$ cat config.mk
export PLATFORM = sky130hd
export DESIGN_NAME = sps_i2c_slave
export DESIGN_NICKNAME = d
export VERILOG_FILES = /design/src/inc/sps_pkg.sv /design/src/verilog/sps_i2c_slave.sv /design/src/verilog/sps_measure.sv /design/src/verilog/sps_sync.sv
export VERILOG_INCLUDE_DIRS = /design/src /design/src/inc
export SDC_FILE = /design/constraint.sdc
export NUM_CORES = 1
export LEC_CHECK = 0
export BUFFER_PORTS_ARGS = -buffer_cell sky130_fd_sc_hd__clkbuf_2
export CAP_MARGIN = 10
export CORE_UTILIZATION = 60
export CTS_BUF_LIST = sky130_fd_sc_hd__clkbuf_2 sky130_fd_sc_hd__clkbuf_4 sky130_fd_sc_hd__clkbuf_8
export DETAILED_ROUTE_END_ITERATION = 12
export HOLD_SLACK_MARGIN = 0.15
export PLACE_DENSITY = 0.79
export SYNTH_ARGS = -nofsm -noshare
export SYNTH_HDL_FRONTEND = slang
export SYNTH_SLANG_ARGS = --single-unit
$ cat constraint.sdc
create_clock -name clk_i -period 2.36 [get_ports clk_i]
set_input_delay 0.118 -clock clk_i [delete_from_list [all_inputs] [get_ports clk_i]]
set_output_delay 0.118 -clock clk_i [all_outputs]
set_load 0.01 [all_outputs]
$ cat src/inc/sps_consts.svh
// Constants of the sensor readout slave: addresses, packet layout,
// status codes and timing counts.
// Assumes a 125 MHz block clock; included by the package and the bench.
`ifndef SPS_CONSTS_SVH
`define SPS_CONSTS_SVH

// ----------------------------------------------------------------
// Slave addresses, one per interface variant
// ----------------------------------------------------------------
`define SPS_ADDR_VAR0 7'h28
`define SPS_ADDR_VAR1 7'h36
`define SPS_ADDR_VAR2 7'h46
`define SPS_DIR_READ 1'h1

// ----------------------------------------------------------------
// Packet layout
// ----------------------------------------------------------------
`define SPS_BYTE_LAST_BIT 4'h7
`define SPS_HDR_BITS 4'h8
`define SPS_PACKET_BYTES 3'h4
`define SPS_PACKET_W 32
`define SPS_BRIDGE_W 14
`define SPS_TEMP_W 11
`define SPS_TAIL_PAD 5'h00

// Packet status codes in the two leading bits
`define SPS_STAT_NORMAL 2'h0
`define SPS_STAT_COMMAND 2'h1
`define SPS_STAT_BUSY 2'h2
`define SPS_STAT_DIAG 2'h3

// ----------------------------------------------------------------
// Timing
// ----------------------------------------------------------------
`define SPS_CLK_NS 8
`define SPS_STRETCH_NS 40
`define SPS_STRETCH_CYC ((`SPS_STRETCH_NS + `SPS_CLK_NS - 1) / `SPS_CLK_NS)
`define SPS_MEAS_US 1500
`define SPS_MEAS_CYC ((`SPS_MEAS_US * 1000) / `SPS_CLK_NS)
`define SPS_MEAS_CW 24

`endif

$ cat src/inc/sps_pkg.sv
// Types of the sensor readout slave: state codes and state records.
// Assumes sps_consts.svh on the include path.
`include "sps_consts.svh"

package sps_pkg;

  // ----------------------------------------------------------------
  // Bus-facing state machine, one-hot
  // ----------------------------------------------------------------
  typedef enum logic [6:0] {
    SPS_IDLE     = 7'h01,
    SPS_HEADER   = 7'h02,
    SPS_HDR_ACK  = 7'h04,
    SPS_STRETCH  = 7'h08,
    SPS_SEND     = 7'h10,
    SPS_SEND_ACK = 7'h20,
    SPS_IGNORE   = 7'h40
  } sps_state_t;

  // Top-level state record
  typedef struct packed {
    sps_state_t st;
    logic [`SPS_PACKET_W-1:0] shift;
    logic [3:0] bitcnt;
    logic [2:0] bytecnt;
    logic [3:0] hold;
    logic ack_seen;
    logic scl_d;
    logic sda_d;
    logic scl_oe_n;
    logic sda_oe_n;
    logic pin_level;
    logic ready;
    logic bus_busy;
    logic fresh;
    logic meas_start;
    logic [`SPS_BRIDGE_W-1:0] out_bridge;
    logic [`SPS_TEMP_W-1:0] out_temp;
  } sps_top_t;

  // Measurement engine state
  typedef struct packed {
    logic running;
    logic [`SPS_MEAS_CW-1:0] cnt;
    logic done;
    logic [`SPS_BRIDGE_W-1:0] bridge;
    logic [`SPS_TEMP_W-1:0] temp;
  } sps_meas_t;

  // Two-stage synchroniser state
  typedef struct packed {
    logic [1:0] s1;
    logic [1:0] s2;
  } sps_sync_t;

endpackage

$ cat src/verilog/sps_i2c_slave.sv
// Sensor readout slave on a two-wire bus: header decode, acknowledge,
// clock stretching, packet transmission and the data-ready pin.
// Assumes open-drain pins resolved outside; SCL and SDA are
// asynchronous to clk_i and sampled through sps_sync.
`timescale 1ns/100ps
`default_nettype none

// Behaviour
// - Respond only to the factory address chosen by variant parameter.
// - Ready pin rises on fresh data, falls when addressed again.
// - Bus busy from START to STOP, free after STOP.
// - Receiver pulls SDA low in ninth bit to acknowledge.
// - Missing master acknowledge ends transmission, device goes idle.
// - Hold SCL low after acknowledge pulse, release when ready.
// - Bytes are eight bits, MSB first, each followed by acknowledge.
// - Header is address plus direction; one means slave sends.
// - Every command starts with read header; device acknowledges it.
// - Measurement request plus two, three or four byte fetches.
// - In sleep, request wakes device and runs full measurement.
// - Keep sending bytes until master not-acknowledges and stops.
// - Three-byte fetch: two bridge bytes with status, then temperature.
// - Four-byte fetch: master acknowledges third, reads fourth byte.
// - Bridge data 14 bits: six high bits, then eight low.
// - Status pair codes normal, command, busy or diagnostic.
module sps_i2c_slave
  import sps_pkg::*;
#(
  parameter logic [1:0] ADDR_SEL = 2'h0,
  parameter int MEAS_CYCLES = `SPS_MEAS_CYC
) (
  input wire logic clk_i,
  input wire logic nrst_i,
  input wire logic scl_i,
  output logic scl_o,
  output logic scl_oe_n_o,
  input wire logic sda_i,
  output logic sda_o,
  output logic sda_oe_n_o,
  input wire logic sleep_mode_i,
  input wire logic diag_i,
  input wire logic [`SPS_BRIDGE_W-1:0] bridge_sample_i,
  input wire logic [`SPS_TEMP_W-1:0] temp_sample_i,
  output logic data_ready_o,
  output logic bus_busy_o
);

  // ----------------------------------------------------------------
  // Address selection
  // ----------------------------------------------------------------
  // Variant 3 is not a legal setting and falls back to variant 0
  localparam logic [6:0] SLAVE_ADDR = (ADDR_SEL == 2'h2) ? `SPS_ADDR_VAR2 :
                                      (ADDR_SEL == 2'h1) ? `SPS_ADDR_VAR1 :
                                      `SPS_ADDR_VAR0;
  localparam logic [3:0] STRETCH_CYC = 4'(`SPS_STRETCH_CYC);

  sps_top_t q;
  sps_top_t next_q;

  logic [1:0] pins_s;
  logic scl_s;
  logic sda_s;
  logic [`SPS_BRIDGE_W-1:0] meas_bridge;
  logic [`SPS_TEMP_W-1:0] meas_temp;
  logic meas_done;

  // ----------------------------------------------------------------
  // Pin synchroniser
  // ----------------------------------------------------------------
  sps_sync u_sync (
    .clk_i(clk_i),
    .nrst_i(nrst_i),
    .pin_i({scl_i, sda_i}),
    .pin_o(pins_s)
  );

  assign scl_s = pins_s[1];
  assign sda_s = pins_s[0];

  // ----------------------------------------------------------------
  // Measurement engine
  // ----------------------------------------------------------------
  sps_measure #(
    .MEAS_CYCLES(MEAS_CYCLES)
  ) u_meas (
    .clk_i(clk_i),
    .nrst_i(nrst_i),
    .start_i(q.meas_start),
    .sleep_i(sleep_mode_i),
    .bridge_i(bridge_sample_i),
    .temp_i(temp_sample_i),
    .bridge_o(meas_bridge),
    .temp_o(meas_temp),
    .done_o(meas_done)
  );

  // ----------------------------------------------------------------
  // Bus event decode
  // ----------------------------------------------------------------
  logic scl_rise;
  logic scl_fall;
  logic start_cond;
  logic stop_cond;
  logic [1:0] pkt_status;
  logic [`SPS_PACKET_W-1:0] packet;

  // START and STOP are SDA edges while SCL stays high
  assign scl_rise = scl_s & ~q.scl_d;
  assign scl_fall = ~scl_s & q.scl_d;
  assign start_cond = scl_s & q.scl_d & q.sda_d & ~sda_s;
  assign stop_cond = scl_s & q.scl_d & ~q.sda_d & sda_s;

  // Data already fetched once reports busy, i.e. stale
  assign pkt_status = !q.fresh ? `SPS_STAT_BUSY :
                      diag_i ? `SPS_STAT_DIAG : `SPS_STAT_NORMAL;

  // Status and bridge first, then temperature, pad bits last
  assign packet = {pkt_status, q.out_bridge, q.out_temp,
                   `SPS_TAIL_PAD};

  // ----------------------------------------------------------------
  // Next-state logic
  // ----------------------------------------------------------------
  always_comb begin
    next_q = q;
    next_q.scl_d = scl_s;
    next_q.sda_d = sda_s;
    next_q.meas_start = 1'b0;

    // Bus occupancy tracks START and STOP regardless of address
    if (start_cond) begin
      next_q.bus_busy = 1'b1;
    end else if (stop_cond) begin
      next_q.bus_busy = 1'b0;
    end

    if (stop_cond) begin
      // STOP always frees both lines and returns to idle
      next_q.st = SPS_IDLE;
      next_q.sda_oe_n = 1'b1;
      next_q.scl_oe_n = 1'b1;
    end else if (start_cond) begin
      // Repeated START restarts header reception
      next_q.st = SPS_HEADER;
      next_q.bitcnt = 4'h0;
      next_q.sda_oe_n = 1'b1;
      next_q.scl_oe_n = 1'b1;
    end else begin
      unique case (q.st)
        SPS_IDLE: begin
          next_q.sda_oe_n = 1'b1;
          next_q.scl_oe_n = 1'b1;
        end

        SPS_HEADER: begin
          // Sample on rising SCL, MSB first
          if (scl_rise) begin
            next_q.shift = {q.shift[`SPS_PACKET_W-2:0], sda_s};
            next_q.bitcnt = q.bitcnt + 4'h1;
          end
          if (scl_fall && q.bitcnt == `SPS_HDR_BITS) begin
            if (q.shift[7:1] == SLAVE_ADDR &&
                q.shift[0] == `SPS_DIR_READ) begin
              next_q.sda_oe_n = 1'b0;
              next_q.ready = 1'b0;
              next_q.st = SPS_HDR_ACK;
            end else begin
              // Other address or a write header: stay off the bus
              next_q.st = SPS_IGNORE;
            end
          end
        end

        SPS_HDR_ACK: begin
          // Acknowledge held through the ninth clock
          if (scl_fall) begin
            next_q.scl_oe_n = 1'b0;
            next_q.shift = packet;
            next_q.sda_oe_n = packet[`SPS_PACKET_W-1];
            next_q.fresh = 1'b0;
            next_q.bitcnt = 4'h0;
            next_q.bytecnt = 3'h0;
            next_q.hold = STRETCH_CYC;
            // Any read header wakes a sleeping sensor; a plain request
            // simply stops here, a fetch gets the snapshot already held
            next_q.meas_start = sleep_mode_i;
            next_q.st = SPS_STRETCH;
          end
        end

        SPS_STRETCH: begin
          // First bit already on SDA, so release gives full setup
          if (q.hold != 4'h0) begin
            next_q.hold = q.hold - 4'h1;
          end else begin
            next_q.scl_oe_n = 1'b1;
            next_q.st = SPS_SEND;
          end
        end

        SPS_SEND: begin
          // Next bit goes out on each falling SCL
          if (scl_fall) begin
            next_q.shift = {q.shift[`SPS_PACKET_W-2:0], 1'b1};
            if (q.bitcnt == `SPS_BYTE_LAST_BIT) begin
              next_q.sda_oe_n = 1'b1;
              next_q.bitcnt = 4'h0;
              next_q.ack_seen = 1'b0;
              next_q.st = SPS_SEND_ACK;
            end else begin
              next_q.sda_oe_n = q.shift[`SPS_PACKET_W-2];
              next_q.bitcnt = q.bitcnt + 4'h1;
            end
          end
        end

        SPS_SEND_ACK: begin
          // Master's ninth bit decides whether another byte follows
          if (scl_rise) begin
            if (sda_s) begin
              next_q.st = SPS_IGNORE;
            end else begin
              next_q.ack_seen = 1'b1;
            end
          end
          if (scl_fall && q.ack_seen) begin
            // Past the fourth byte the shifter yields all ones
            next_q.sda_oe_n = q.shift[`SPS_PACKET_W-1];
            if (q.bytecnt != `SPS_PACKET_BYTES) begin
              next_q.bytecnt = q.bytecnt + 3'h1;
            end
            next_q.st = SPS_SEND;
          end
        end

        SPS_IGNORE: begin
          // Lines released until the next START or STOP
          next_q.sda_oe_n = 1'b1;
          next_q.scl_oe_n = 1'b1;
        end

        default: begin
          next_q.st = SPS_IDLE;
          next_q.sda_oe_n = 1'b1;
          next_q.scl_oe_n = 1'b1;
        end
      endcase
    end

    // New results win over a clear in the same cycle
    if (meas_done) begin
      next_q.out_bridge = meas_bridge;
      next_q.out_temp = meas_temp;
      next_q.fresh = 1'b1;
      next_q.ready = 1'b1;
    end
  end

  // ----------------------------------------------------------------
  // State register
  // ----------------------------------------------------------------
  always_ff @(posedge clk_i) begin
    if (!nrst_i) begin
      q <= '{st: SPS_IDLE, shift: '0, bitcnt: 4'h0, bytecnt: 3'h0,
             hold: 4'h0, ack_seen: 1'b0, scl_d: 1'b1, sda_d: 1'b1,
             scl_oe_n: 1'b1, sda_oe_n: 1'b1, pin_level: 1'b0,
             ready: 1'b0, bus_busy: 1'b0, fresh: 1'b0,
             meas_start: 1'b0, out_bridge: '0, out_temp: '0};
    end else begin
      q <= next_q;
    end
  end

  // ----------------------------------------------------------------
  // Outputs, all from the state register
  // ----------------------------------------------------------------
  // Open drain: the driven level is always low, the enable decides
  assign scl_o = q.pin_level;
  assign sda_o = q.pin_level;
  assign scl_oe_n_o = q.scl_oe_n;
  assign sda_oe_n_o = q.sda_oe_n;
  assign data_ready_o = q.ready;
  assign bus_busy_o = q.bus_busy;

endmodule // sps_i2c_slave

`default_nettype wire

$ cat src/verilog/sps_measure.sv
// Measurement engine: runs a conversion cycle and latches the sampled
// bridge and temperature results into the output register.
// Assumes sample inputs are stable logic on the same clock.
`timescale 1ns/100ps
`default_nettype none

module sps_measure
  import sps_pkg::*;
#(
  parameter int MEAS_CYCLES = `SPS_MEAS_CYC
) (
  input wire logic clk_i,
  input wire logic nrst_i,
  input wire logic start_i,
  input wire logic sleep_i,
  input wire logic [`SPS_BRIDGE_W-1:0] bridge_i,
  input wire logic [`SPS_TEMP_W-1:0] temp_i,
  output logic [`SPS_BRIDGE_W-1:0] bridge_o,
  output logic [`SPS_TEMP_W-1:0] temp_o,
  output logic done_o
);

  sps_meas_t q;
  sps_meas_t next_q;

  // ----------------------------------------------------------------
  // Cycle control: sleep waits for a wake, otherwise free-running
  // ----------------------------------------------------------------
  always_comb begin
    next_q = q;
    next_q.done = 1'b0;
    if (!q.running) begin
      if (start_i || !sleep_i) begin
        next_q.running = 1'b1;
        next_q.cnt = '0;
      end
    end else if (q.cnt == `SPS_MEAS_CW'(MEAS_CYCLES - 1)) begin
      // Results land in one cycle so readers never see half an update
      next_q.running = 1'b0;
      next_q.done = 1'b1;
      next_q.bridge = bridge_i;
      next_q.temp = temp_i;
    end else begin
      next_q.cnt = q.cnt + `SPS_MEAS_CW'(1);
    end
  end

  always_ff @(posedge clk_i) begin
    if (!nrst_i) begin
      q <= '0;
    end else begin
      q <= next_q;
    end
  end

  assign bridge_o = q.bridge;
  assign temp_o = q.temp;
  assign done_o = q.done;

endmodule // sps_measure

`default_nettype wire

$ cat src/verilog/sps_sync.sv
// Two-flop synchroniser for the SCL and SDA pin levels.
// Assumes raw pin inputs asynchronous to clk_i.
`timescale 1ns/100ps
`default_nettype none

module sps_sync
  import sps_pkg::*;
(
  input wire logic clk_i,
  input wire logic nrst_i,
  input wire logic [1:0] pin_i,
  output logic [1:0] pin_o
);

  sps_sync_t q;
  sps_sync_t next_q;

  // ----------------------------------------------------------------
  // Stage one feeds stage two only
  // ----------------------------------------------------------------
  always_comb begin
    next_q = q;
    next_q.s1 = pin_i;
    next_q.s2 = q.s1;
  end

  // Idle bus lines are high, so reset to released
  always_ff @(posedge clk_i) begin
    if (!nrst_i) begin
      q <= '{s1: 2'h3, s2: 2'h3};
    end else begin
      q <= next_q;
    end
  end

  assign pin_o = q.s2;

endmodule // sps_sync

`default_nettype wire
## After elaboration in Yosys (flattened, before gate mapping)

Cells that the tools add are included.

- Multiplexer cells: 49
- $add $sub $neg: 3
- Equal/unequal tests: 36
- Reductions and logical operators: 35
- Bitwise gates (word level): 19

Operators with widths:

| operator | count |
|---|---|
| 36-bit one-hot mux with 3 select lines | 1 |
| 25-bit two-way mux | 2 |
| 50-bit two-way mux | 1 |
| 7-bit two-way mux | 7 |
| 43-bit two-way mux | 1 |
| 7-bit one-hot mux with 6 select lines | 1 |
| 36-bit two-way mux | 1 |
| 26-bit two-way mux | 1 |
| 24-bit by 1-bit adder with 24-bit output (second input constant) | 1 |
| 24-bit by 18-bit == test with 1-bit output (second input constant) | 1 |
| 24-bit two-way mux | 1 |
| 2-bit inequality test (second input constant) | 12 |
| 3-bit inequality test (second input constant) | 7 |
| 1-bit two-way mux | 18 |
| 2-bit nonzero test | 9 |
| 2-bit two-way mux | 8 |
| 8-bit AND reduction | 2 |
| 5-bit AND reduction | 3 |
| 7-bit by 6-bit == test with 1-bit output (second input constant) | 2 |
| 4-bit two-way mux | 3 |
| 1-bit NOT | 12 |
| 6-bit AND reduction | 2 |
| 4-bit one-hot mux with 2 select lines | 1 |
| 4-bit nonzero test | 2 |
| 29 further kinds | 43 |

- Word-level logic and storage cells: 165
- Register bits after elaboration: 136
- Output and inout port bits: 6
- Input port bits: 31

## Longest topological paths before layout

Gate-level depths: netlist of the first run.

- Depth in word-level cells: 8
- Mapped depth: 8
- Mapped depth without buffers: 7

## By module

From an unflattened synthesis of the first run, not the netlist that was laid out.

- Cell total of the unflattened synthesis: 780
- Area total of the unflattened synthesis: 6,553.8 um2

Modules (own cells, without submodules):

| module | area each (um2) | instances | seq. area each (um2) | cells each |
|---|---|---|---|---|
| sps_i2c_slave | 3,910.0 | 1 | 1,621.6 | 445 |
| sps_measure | 2,538.7 | 1 | 1,021.0 | 327 |
| sps_sync | 105.1 | 1 | 80.1 | 8 |

## Worst setup path after synthesis of the first run

No wires, ideal clock.

- Kind: register to register
- Start point: reg u_meas.q[30] in the netlist's numbering
- End point: reg u_meas.q (netlist bit u_meas.bridge_o[1])
- Required time: 2.225 ns
- Buffers on the path: 2
- Period minus slack after synthesis: 2.145 ns
- Stages on the path, launching flop included: 8
- Arrival time: 2.010 ns
- Library setup time: 0.135 ns
- Path slack: 0.215 ns
- Cells stage by stage: dfxtp_1 -> or4_1 -> or4_4 -> or3_1 -> buf_6 -> buf_8 -> nand2_1 -> a21oi_1

- Longest elaborated chain between the ends: 2

Ends and longest elaborated chain:

| element | RTL line | source |
|---|---|---|
| start, declared | sps_measure.sv:23 | `sps_meas_t q;` |
| start signal, assigned | sps_measure.sv:52 | `q <= next_q;` |
| 24-bit by 18-bit == test with 1-bit output | sps_measure.sv:37 | `` end else if (q.cnt == `SPS_MEAS_CW'(MEAS_CYCLES - 1)) begin `` |
| 2-bit AND reduction (no source line) | n/a |  |

Every way passes these cells.
A chain may end at the register's enable or synchronous reset.

## Worst setup path after layout of the first run

- Start point: reg u_meas.q[30] in the netlist's numbering
- End point: reg u_meas.q (netlist bit u_meas.bridge_o[7])

The elaborated chain is that of the path after synthesis.

==> out/results.tsv, run 1 <==
metric	value	unit
cell taking the most area after synthesis	sky130_fd_sc_hd__dfxtp_1	
fill cell instance count of the final layout	751	
chip height	102	um
die outline area	0.0104	mm2
RSZ-0062 raised after global routing	no	
Iteration-0 DRC Markers	211	
Vias/cell	5.71	
total congestion overflow after global routing	0	
crit path time final	2.23	ns
Net count, final	782	
switch share	0.208	
GRT Overall Usage	0.265	
number of DRC violations after detailed routing	0	
area growth from synthesis to final layout	17.9	%
largest cells by area after synthesis	sky130_fd_sc_hd__dfxtp_1 (46%), sky130_fd_sc_hd__mux2i_1 (8.5%), sky130_fd_sc_hd__nor2_1 (5.6%)	
LEAKAGE	2.57	nW
delay-heaviest family, CP	simple AND/OR/NAND/NOR gates	
number of global-route vias before repair	4598	
number of buffers added by the clock tree synthesis step	17	
critical path cell sequence	or4_1 -> or4_4 -> or3_1 -> buf_12 -> nand2_1 -> a21oi_1	
horizontal die dimension	102	um
worst clock skew on the final layout	0.00654	ns
critical path class	reg -> reg	
Final setup violation count	0	
share of the synthesized area in the top cell type	0.455	
core region area	0.00973	mm2
prevailing post-synth register cell	sky130_fd_sc_hd__dfxtp_1	
worst vdd ir	0.631	mV
syn avg cell area	8.68	um2
TritonCTS clock tree	done	
clock net sink count	136	
path category of the worst min-delay check	reg -> reg	
Sequential Power Share	0.490	
initial antenna violation count	0	
non-filler instance count after layout	893	
Post-CTS Repair Setup Buffers	0	
clock transition time at the flip-flop clock pins of the worst setup and hold paths	0.08	ns
wire length of the first global-routing pass	21400	um
total count of hold-check failures in the final report	0	
estimated wirelength of the detail-placed design	8340	um
fraction of power consumed by the clock network	0.473	
total internal power	3.75	mW
fraction of power consumed by combinational cells	0.037	
IO Pins	37	
number of buffers added to fix hold violations after cts	33	
initial core utilization	0.615	
maximum fanout count along the critical path	25	
worst-margin pin slew	0.731	ns
Slew headroom	0.512	
post-detailed-routing wire length	13200	um
top-count cell post-synth	sky130_fd_sc_hd__dfxtp_1	
Post-Synthesis Cells	689	
maximum achievable frequency	449	MHz
Resize count post-CTS	0	
most numerous cell types in the synthesized netlist	sky130_fd_sc_hd__dfxtp_1 (136), sky130_fd_sc_hd__nor2_1 (90), sky130_fd_sc_hd__nand2_1 (78), sky130_fd_sc_hd__mux2i_1 (51), sky130_fd_sc_hd__a21oi_1 (46)	
fraction of registers with async set/reset	0	
largest net degree at the start of global routing	50	
row count	36	
final max-slew violation count	0	
Initial DRT Pass Iterations	5	
number of violations of the max-capacitance limit	0	
Antenna Cells	0	
data arrival at the endpoint of the critical path	2.53	ns
Critical Path Slowest Stage Cell	sky130_fd_sc_hd__or4_1	
level count of the clock H-tree	4	
WP data required	2.66	ns
count of flip-flops with a built-in enable after synthesis	0	
number of nets with antenna violations after routing	0	
cell area reported after detailed placement	0.00625	mm2
instance count after placement with tap cells included	828	
areal power density over the cells	671	mW/mm2
share of post-route cells with drive strength above 1	0.136	
clock tree root buffer cell	sky130_fd_sc_hd__clkbuf_8	
portion of the post-synthesis area used by sequential elements	0.455	
startpoint type of the worst setup path	flip-flop	
count of vias placed by the detailed router	5100	
final critical-path share of the clock period	0.944	
flops & latches, synth	136	
final total negative setup slack	0	ns
worst stage delay on the critical path	0.52	ns
endpoint kind of the worst setup timing path	flip-flop	
finished layout cell area	0.00706	mm2
worst-skew pair later-pin latency	0.43	ns
summed instance area of the synthesized netlist	0.00598	mm2
total net switching power	0.986	mW
Max clock buf depth	2	
post-detailed-route wirelength per cell	14.8	um
sum of buffers and inverters on the critical path	1	
Syn. warnings	0	
final weighted congestion in routability-driven placement	0.900	
outcome	finished, final reports clean	
Buffers on Ports	34	
number of library cell types mapped by synthesis	63	
worst reg2reg max path, delay by kind of cell, from the launching register on:
kind	cells	cell delay [ns]
and+or+nand+nor	4	1.49
AOI/OAI and AO/OA	1	0.06
buffers and inverters	1	0.19
DFF	1	0.35
kinds of logic (layout without fill, tap and decap cells):
group / Yosys count / in the layout / share of synthesized area
AOI/OAI and AO/OA: 127 / 127 / 0.133
and+or+nand+nor: 292 / 292 / 0.241
muxes: 51 / 51 / 0.0853
xor gates and xnor gates: 19 / 19 / 0.0278
DFF: 136 / 136 / 0.455
other: 1 / 2 / 0.000627
buffers and inverters: 59 / 129 / 0.0491
adders and majority gates: 4 / 4 / 0.00837
state kept, by name, summed over array words and instances, names as in the netlist, 2 cells and up:
register / flops
u_meas.bridge_o: 14
u_sync.pin_o: 2
u_sync.next_q: 2
u_meas.temp_o: 11
packet: 25
u_meas.q: 25
q: 52
area by class of cell:
cell class	instances	area [um2]	share of cell area
flip-flops and latches	136	2720	0.386
inverters	14	52.6	0.00745
well taps	133	166	0.0236
clock buffers	21	283	0.0401
repair buffers	83	671	0.0951
clock inverters	11	190	0.0270
multi-input cells	495	2970	0.421
cells in the final DEF, fill, tap and decap left out, types with 5 or more instances in the layout:
cell	n
sky130_fd_sc_hd__dfxtp_1	136
sky130_fd_sc_hd__buf_4	12
sky130_fd_sc_hd__and3_1	6
sky130_fd_sc_hd__bufinv_16	5
sky130_fd_sc_hd__clkbuf_2	34
sky130_fd_sc_hd__nand2b_1	9
sky130_fd_sc_hd__xnor2_1	17
sky130_fd_sc_hd__nor2b_1	8
sky130_fd_sc_hd__dlygate4sd3_1	33
sky130_fd_sc_hd__a211oi_1	29
sky130_fd_sc_hd__inv_1	13
sky130_fd_sc_hd__mux2i_1	51
sky130_fd_sc_hd__or3_1	7
sky130_fd_sc_hd__a31oi_1	5
sky130_fd_sc_hd__nand4_1	10
sky130_fd_sc_hd__nor3_1	15
sky130_fd_sc_hd__clkbuf_8	20
sky130_fd_sc_hd__o21ai_0	22
sky130_fd_sc_hd__nor4_1	11
sky130_fd_sc_hd__nand2_1	78
sky130_fd_sc_hd__or3b_2	5
sky130_fd_sc_hd__nor2_1	90
sky130_fd_sc_hd__nand3_1	22
sky130_fd_sc_hd__a21oi_1	46
final timing paths:
path         slack, ns                              end  depth (start not counted)                   startpoint
max               0.13  u_meas.bridge_o[7]$_SDFFE_PN0P_                          6    u_meas.q[30]$_SDFFE_PN0P_
min               0.42       u_sync.pin_o[1]$_SDFF_PN1_                          1  u_sync.next_q[1]$_SDFF_PN1_
max reg2reg       0.13  u_meas.bridge_o[7]$_SDFFE_PN0P_                          6    u_meas.q[30]$_SDFFE_PN0P_
min reg2reg       0.42       u_sync.pin_o[1]$_SDFF_PN1_                          1  u_sync.next_q[1]$_SDFF_PN1_
layer usage:
metal,GRT usage,part of all wire,up-vias,wire [um]
met4,0.101,0.013,0,170
met5,0,0,-,0
met3,0.0609,0.035,18,470
met2,0.441,0.50,129,6680
met1,0.337,0.45,2412,5920
li1,-,-,2541,-
power by group through the flow:
stage               logic (mW)  clock network (mW)  registers (mW)
floorplan               0.0879                   0            2.36
global placement         0.129                   0            2.37
detailed placement       0.129                   0            2.37
CTS                      0.174                2.28            2.32
global route             0.192                2.39            2.32
finish                   0.176                2.24            2.32
through the flow:
stage	utilization	setup slack (ns)	power, mW	hold WS, ns
floorplan	-	0.215	2.45	0.219
global placement	0.643	0.203	2.50	0.311
detailed placement	0.643	0.155	2.50	0.307
CTS	0.725	0.156	4.77	0.424
global route	0.725	0.0201	4.90	0.446
finish	0.725	0.131	4.73	0.419
Power figures use the tool's default switching activity.
==> run 2: changes to the inputs <==
==> constraint.sdc (replaced) <==
create_clock -name clk_i -period 2.36 [get_ports clk_i]
set_input_delay 0 -clock clk_i [delete_from_list [all_inputs] [get_ports clk_i]]
set_output_delay 0 -clock clk_i [all_outputs]
set_load 0.01 [all_outputs]
==> run 2 against run 1 <==
  * Final area shrank 1.4%
  * Wire length shrank 5.0%
  * First-iteration DRC count shrank 0.95%
  * Global-route usage shrank 0.67 points
  * Fmax shrank 0.90%
  * Critical path depth is the same
  * Highest routed layer unchanged
==> out/results.tsv, run 2 (synthesis gave the netlist of run 1 again) <==
metric	value	unit
IO Pins	37	
Iteration-0 DRC Markers	209	
total design power	4.27	mW
fraction of power consumed by the clock network	0.417	
post-detailed-route wirelength per cell	14.1	um
Final setup violation count	0	
core region area	0.00973	mm2
post-detailed-routing wire length	12600	um
path category of the worst min-delay check	in -> reg	
RSZ-0062 raised after global routing	no	
switch share	0.221	
Slew headroom	0.538	
outcome	finished, final reports clean	
total count of hold-check failures in the final report	0	
worst clock skew on the final layout	0.00928	ns
wire length of the first global-routing pass	21100	um
initial antenna violation count	0	
final max-slew violation count	0	
final total negative setup slack	0	ns
finished layout cell area	0.00696	mm2
startpoint type of the worst setup path	flip-flop	
areal power density over the cells	614	mW/mm2
Buffers on Ports	34	
share of the core filled with cells in the final layout	0.715	
number of nets with antenna violations after routing	0	
cell area reported after detailed placement	0.00626	mm2
Initial DRT Pass Iterations	4	
share of post-route cells with drive strength above 1	0.132	
Antenna Cells	0	
critical path class	reg -> reg	
worst-margin pin slew	0.689	ns
total net switching power	0.946	mW
data arrival at the endpoint of the critical path	2.55	ns
leading cell type in the layout, fill and taps excluded	sky130_fd_sc_hd__dfxtp_1	
GRT Overall Usage	0.259	
number of DRC violations after detailed routing	0	
number of global-route vias before repair	4593	
crit path time final	2.25	ns
total internal power	3.33	mW
chip height	102	um
endpoint kind of the worst setup timing path	flip-flop	
max FFs per register	52	
leading cell types in the layout, fill and taps excluded	sky130_fd_sc_hd__dfxtp_1 (136), sky130_fd_sc_hd__nor2_1 (90), sky130_fd_sc_hd__nand2_1 (78)	
clock net sink count	136	
maximum achievable frequency	445	MHz
estimated wirelength of the detail-placed design	8300	um
Vias/cell	5.63	
Max clock buf depth	2	
TritonCTS clock tree	done	
die outline area	0.0104	mm2
worst reg2reg setup slack	0.11	ns
worst-skew pair later-pin latency	0.44	ns
clock transition time at the flip-flop clock pins of the worst setup and hold paths	0.07	ns
total congestion overflow after global routing	0	
largest net degree at the start of global routing	93	
non-filler instance count after layout	890	
met2 capacity usage during global routing	0.422	
met3 track demand over resource in global routing	0.0451	
initial core utilization	0.615	
area growth from synthesis to final layout	16.3	%
number of violations of the max-capacitance limit	0	
final critical-path share of the clock period	0.953	
maximum fanout count along the critical path	25	
final weighted congestion in routability-driven placement	0.956	
Most Crowded Layer GR	met2	
register with the highest flop count	q	
met1 GRT Util	0.336	
Sequential Power Share	0.542	
row count	36	
count of vias placed by the detailed router	5015	
WP data required	2.66	ns
number of buffers added by the clock tree synthesis step	17	
Net count, final	781	
clock tree root buffer cell	sky130_fd_sc_hd__clkbuf_8	
horizontal die dimension	102	um
instance count after placement with tap cells included	827	
LEAKAGE	2.52	nW
worst vdd ir	0.348	mV
fraction of power consumed by combinational cells	0.041	
level count of the clock H-tree	4	
[run 2: critical path: stages, from the launching register on]
cell                      delay (ns)
sky130_fd_sc_hd__dfxtp_1        0.35
sky130_fd_sc_hd__or4_1          0.52
sky130_fd_sc_hd__or4_4          0.46
sky130_fd_sc_hd__or3_1          0.41
sky130_fd_sc_hd__buf_12         0.18
sky130_fd_sc_hd__nand2_1        0.09
sky130_fd_sc_hd__a21oi_1        0.08
[run 2: power groups by stage]
stage	registers [mW]	clock network, mW	logic [mW]
2_1_floorplan	2.36	0	0.0879
3_3_place_gp	2.37	0	0.131
3_5_place_dp	2.37	0	0.132
4_1_cts	2.32	1.80	0.175
5_1_grt	2.32	1.92	0.195
6_report	2.32	1.78	0.177
[run 2: path summary, 6_finish.rpt]
kind	startpoint	to	cells past startpoint
worst min-delay path	temp_sample_i[3]	u_meas.temp_o[3]$_SDFFE_PN0P_	4
worst max register to register	u_meas.q[30]$_SDFFE_PN0P_	u_meas.bridge_o[7]$_SDFFE_PN0P_	6
worst max-delay path	u_meas.q[30]$_SDFFE_PN0P_	u_meas.bridge_o[7]$_SDFFE_PN0P_	6
worst min register to register	u_sync.next_q[1]$_SDFF_PN1_	u_sync.pin_o[1]$_SDFF_PN1_	1
[run 2: through the flow]
stage	hold slack [ns]	setup WS [ns]
2_1_floorplan	0.101	0.215
3_5_place_dp	0.192	0.155
3_3_place_gp	0.182	0.209
6_report	0.338	0.111
4_1_cts	0.323	0.110
5_1_grt	0.348	0.0656
[run 2: final cells by class]
class                      instances  area (um2)
multi-input combinational        495        2970
clock inverter                     7        71.3
clock buffer                      23         298
fill                             742        2770
timing repair buffer              82         676
tap                              133         166
sequential                       136        2720
inverter                          14        52.6
[run 2: timing repair]
action | CTS | global route
resized for setup | 0 | 0
hold endpoints to repair | 41 | 0
hold buffers | 33 | 0
setup buffers | 0 | 0
[run 2: metal layers]
layer	part of all wire	vias to the layer above	routed length, um
li1	-	2532	-
met5	0	-	0
met2	0.49	115	6130
met3	0.041	20	522
met1	0.45	2348	5700
met4	0.019	0	233
==> run 3: changes to the inputs <==
--- a/config.mk
+++ b/config.mk
@@ -8,11 +8,12 @@
 export LEC_CHECK = 0
 export BUFFER_PORTS_ARGS = -buffer_cell sky130_fd_sc_hd__clkbuf_2
 export CAP_MARGIN = 10
-export CORE_UTILIZATION = 60
+export CORE_UTILIZATION = 52
 export CTS_BUF_LIST = sky130_fd_sc_hd__clkbuf_2 sky130_fd_sc_hd__clkbuf_4 sky130_fd_sc_hd__clkbuf_8
 export DETAILED_ROUTE_END_ITERATION = 12
+export GPL_TIMING_DRIVEN = 0
 export HOLD_SLACK_MARGIN = 0.15
-export PLACE_DENSITY = 0.79
+export PLACE_DENSITY = 0.7
 export SYNTH_ARGS = -nofsm -noshare
 export SYNTH_HDL_FRONTEND = slang
 export SYNTH_SLANG_ARGS = --single-unit
==> run 3 against run 2 <==
  * Via count is 3.0% higher
  * Clock power barely moved
  * Critical endpoint is now u_meas.bridge_o[6]$_SDFFE_PN0P_
  * Clock skew grew 0.00087 ns
==> out/results.tsv, run 3 (synthesis gave the netlist of run 1 again) <==
metric	value	unit
non-filler instance count after layout	934	
post-detailed-route wirelength per cell	15.1	um
total count of hold-check failures in the final report	0	
number of violations of the max-capacitance limit	0	
count of vias placed by the detailed router	5163	
area growth from synthesis to final layout	19.0	%
final critical-path share of the clock period	0.969	
total congestion overflow after global routing	0	
post-detailed-routing wire length	14100	um
critical path class	reg -> reg	
clock tree root buffer cell	sky130_fd_sc_hd__clkbuf_8	
WP data required	2.67	ns
final weighted congestion in routability-driven placement	0.881	
maximum achievable frequency	437	MHz
worst-skew pair later-pin latency	0.45	ns
core region area	0.0110	mm2
number of global-route vias before repair	4860	
GRT Overall Usage	0.251	
Buffers on Ports	34	
Max clock buf depth	2	
areal power density over the cells	604	mW/mm2
initial antenna violation count	0	
startpoint type of the worst setup path	flip-flop	
worst clock skew on the final layout	0.0102	ns
die outline area	0.0119	mm2
number of buffers added by the clock tree synthesis step	17	
Vias/cell	5.53	
Iteration-0 DRC Markers	307	
number of DRC violations after detailed routing	0	
data arrival at the endpoint of the critical path	2.59	ns
Antenna Cells	0	
TritonCTS clock tree	done	
clock net sink count	136	
Hold WS	0.321	ns
outcome	finished, final reports clean	
Initial DRT Pass Iterations	5	
worst vdd ir	0.423	mV
RSZ-0062 raised after global routing	yes	
wire length of the first global-routing pass	23100	um
instance count after placement with tap cells included	864	
final max-slew violation count	0	
Net count, final	816	
row count	38	
Final setup violation count	0	
LEAKAGE	2.61	nW
initial core utilization	0.542	
leading cell type in the layout, fill and taps excluded	sky130_fd_sc_hd__dfxtp_1	
number of nets with antenna violations after routing	0	
path category of the worst min-delay check	in -> reg	
clock transition time at the flip-flop clock pins of the worst setup and hold paths	0.07	ns
endpoint kind of the worst setup timing path	flip-flop	
max FFs per register	52	
level count of the clock H-tree	4	
chip height	109	um
share of post-route cells with drive strength above 1	0.145	
Slew headroom	0.480	
IO Pins	37	
largest net degree at the start of global routing	17	
estimated wirelength of the detail-placed design	9610	um
register with the highest flop count	q	
leading cell types in the layout, fill and taps excluded	sky130_fd_sc_hd__dfxtp_1 (135), sky130_fd_sc_hd__nor2_1 (90), sky130_fd_sc_hd__nand2_1 (78)	
crit path time final	2.29	ns
horizontal die dimension	109	um
share of the core filled with cells in the final layout	0.645	
maximum fanout count along the critical path	10	
worst-margin pin slew	0.780	ns
## run 3: worst paths after layout
kind / cells past startpoint / end / slack (ns) / startpoint
worst max-delay path: 7 / u_meas.bridge_o[6]$_SDFFE_PN0P_ / 0.07 / u_meas.q[30]$_SDFFE_PN0P_
worst min-delay path: 4 / u_meas.bridge_o[10]$_SDFFE_PN0P_ / 0.32 / bridge_sample_i[10]
worst min register to register: 1 / u_sync.pin_o[0]$_SDFF_PN1_ / 0.41 / u_sync.next_q[0]$_SDFF_PN1_
worst max register to register: 7 / u_meas.bridge_o[6]$_SDFFE_PN0P_ / 0.07 / u_meas.q[30]$_SDFFE_PN0P_
## run 3: repair_timing
| item | 4_1_cts | 5_1_grt |
|---|---|---|
| hold endpoints to repair | 43 | 0 |
| hold buffers | 33 | 0 |
| pin swaps | 0 | 2 |
| buffers inserted | 0 | 7 |
| gates resized for setup | 5 | 7 |
| setup endpoints to repair | 31 | 55 |
## run 3: worst max-delay path, cell delays in order (launching register included)
cell                      delay (ns)
sky130_fd_sc_hd__dfxtp_2        0.35
sky130_fd_sc_hd__or4_1          0.52
sky130_fd_sc_hd__or4_4          0.47
sky130_fd_sc_hd__or3_1          0.38
sky130_fd_sc_hd__buf_6          0.16
sky130_fd_sc_hd__buf_8          0.14
sky130_fd_sc_hd__nand2_1        0.07
sky130_fd_sc_hd__a21oi_1        0.07
## run 3: final cells by class
class                      instances  area, um2
multi-input combinational        495       3000
fill                             959       3910
inverter                          14       52.6
tap                              140        175
sequential                       136       2720
clock inverter                     6       38.8
timing repair buffer              74        553
buffer                            43        239
clock buffer                      26        339
## run 3: metrics by stage
stage                     TNS, ns  cell area (um2)  worst slack [ns]  total power, mW
after floorplan                 0             5990             0.215             2.45
after global placement      -3.86             6330            -0.181             2.51
after detailed placement    -3.62             6330            -0.216             2.51
after CTS                       0             7060            0.0213             4.33
after global routing      -0.0202             7120           -0.0202             4.46
final                           0             7120            0.0738             4.30
## run 3: power breakdown
part	internal [mW]	leakage [nW]	switching (mW)
clock	0.926	0.195	0.863
sequential	2.30	1.10	0.00607
combinational	0.0947	1.32	0.109
total	3.32	2.61	0.978
## run 3: metal layers
layer | GRT usage | wire [um]
met2 | 0.415 | 6790
met3 | 0.0502 | 475
met4 | 0.0943 | 172
met1 | 0.324 | 6640
met5 | 0 | 0
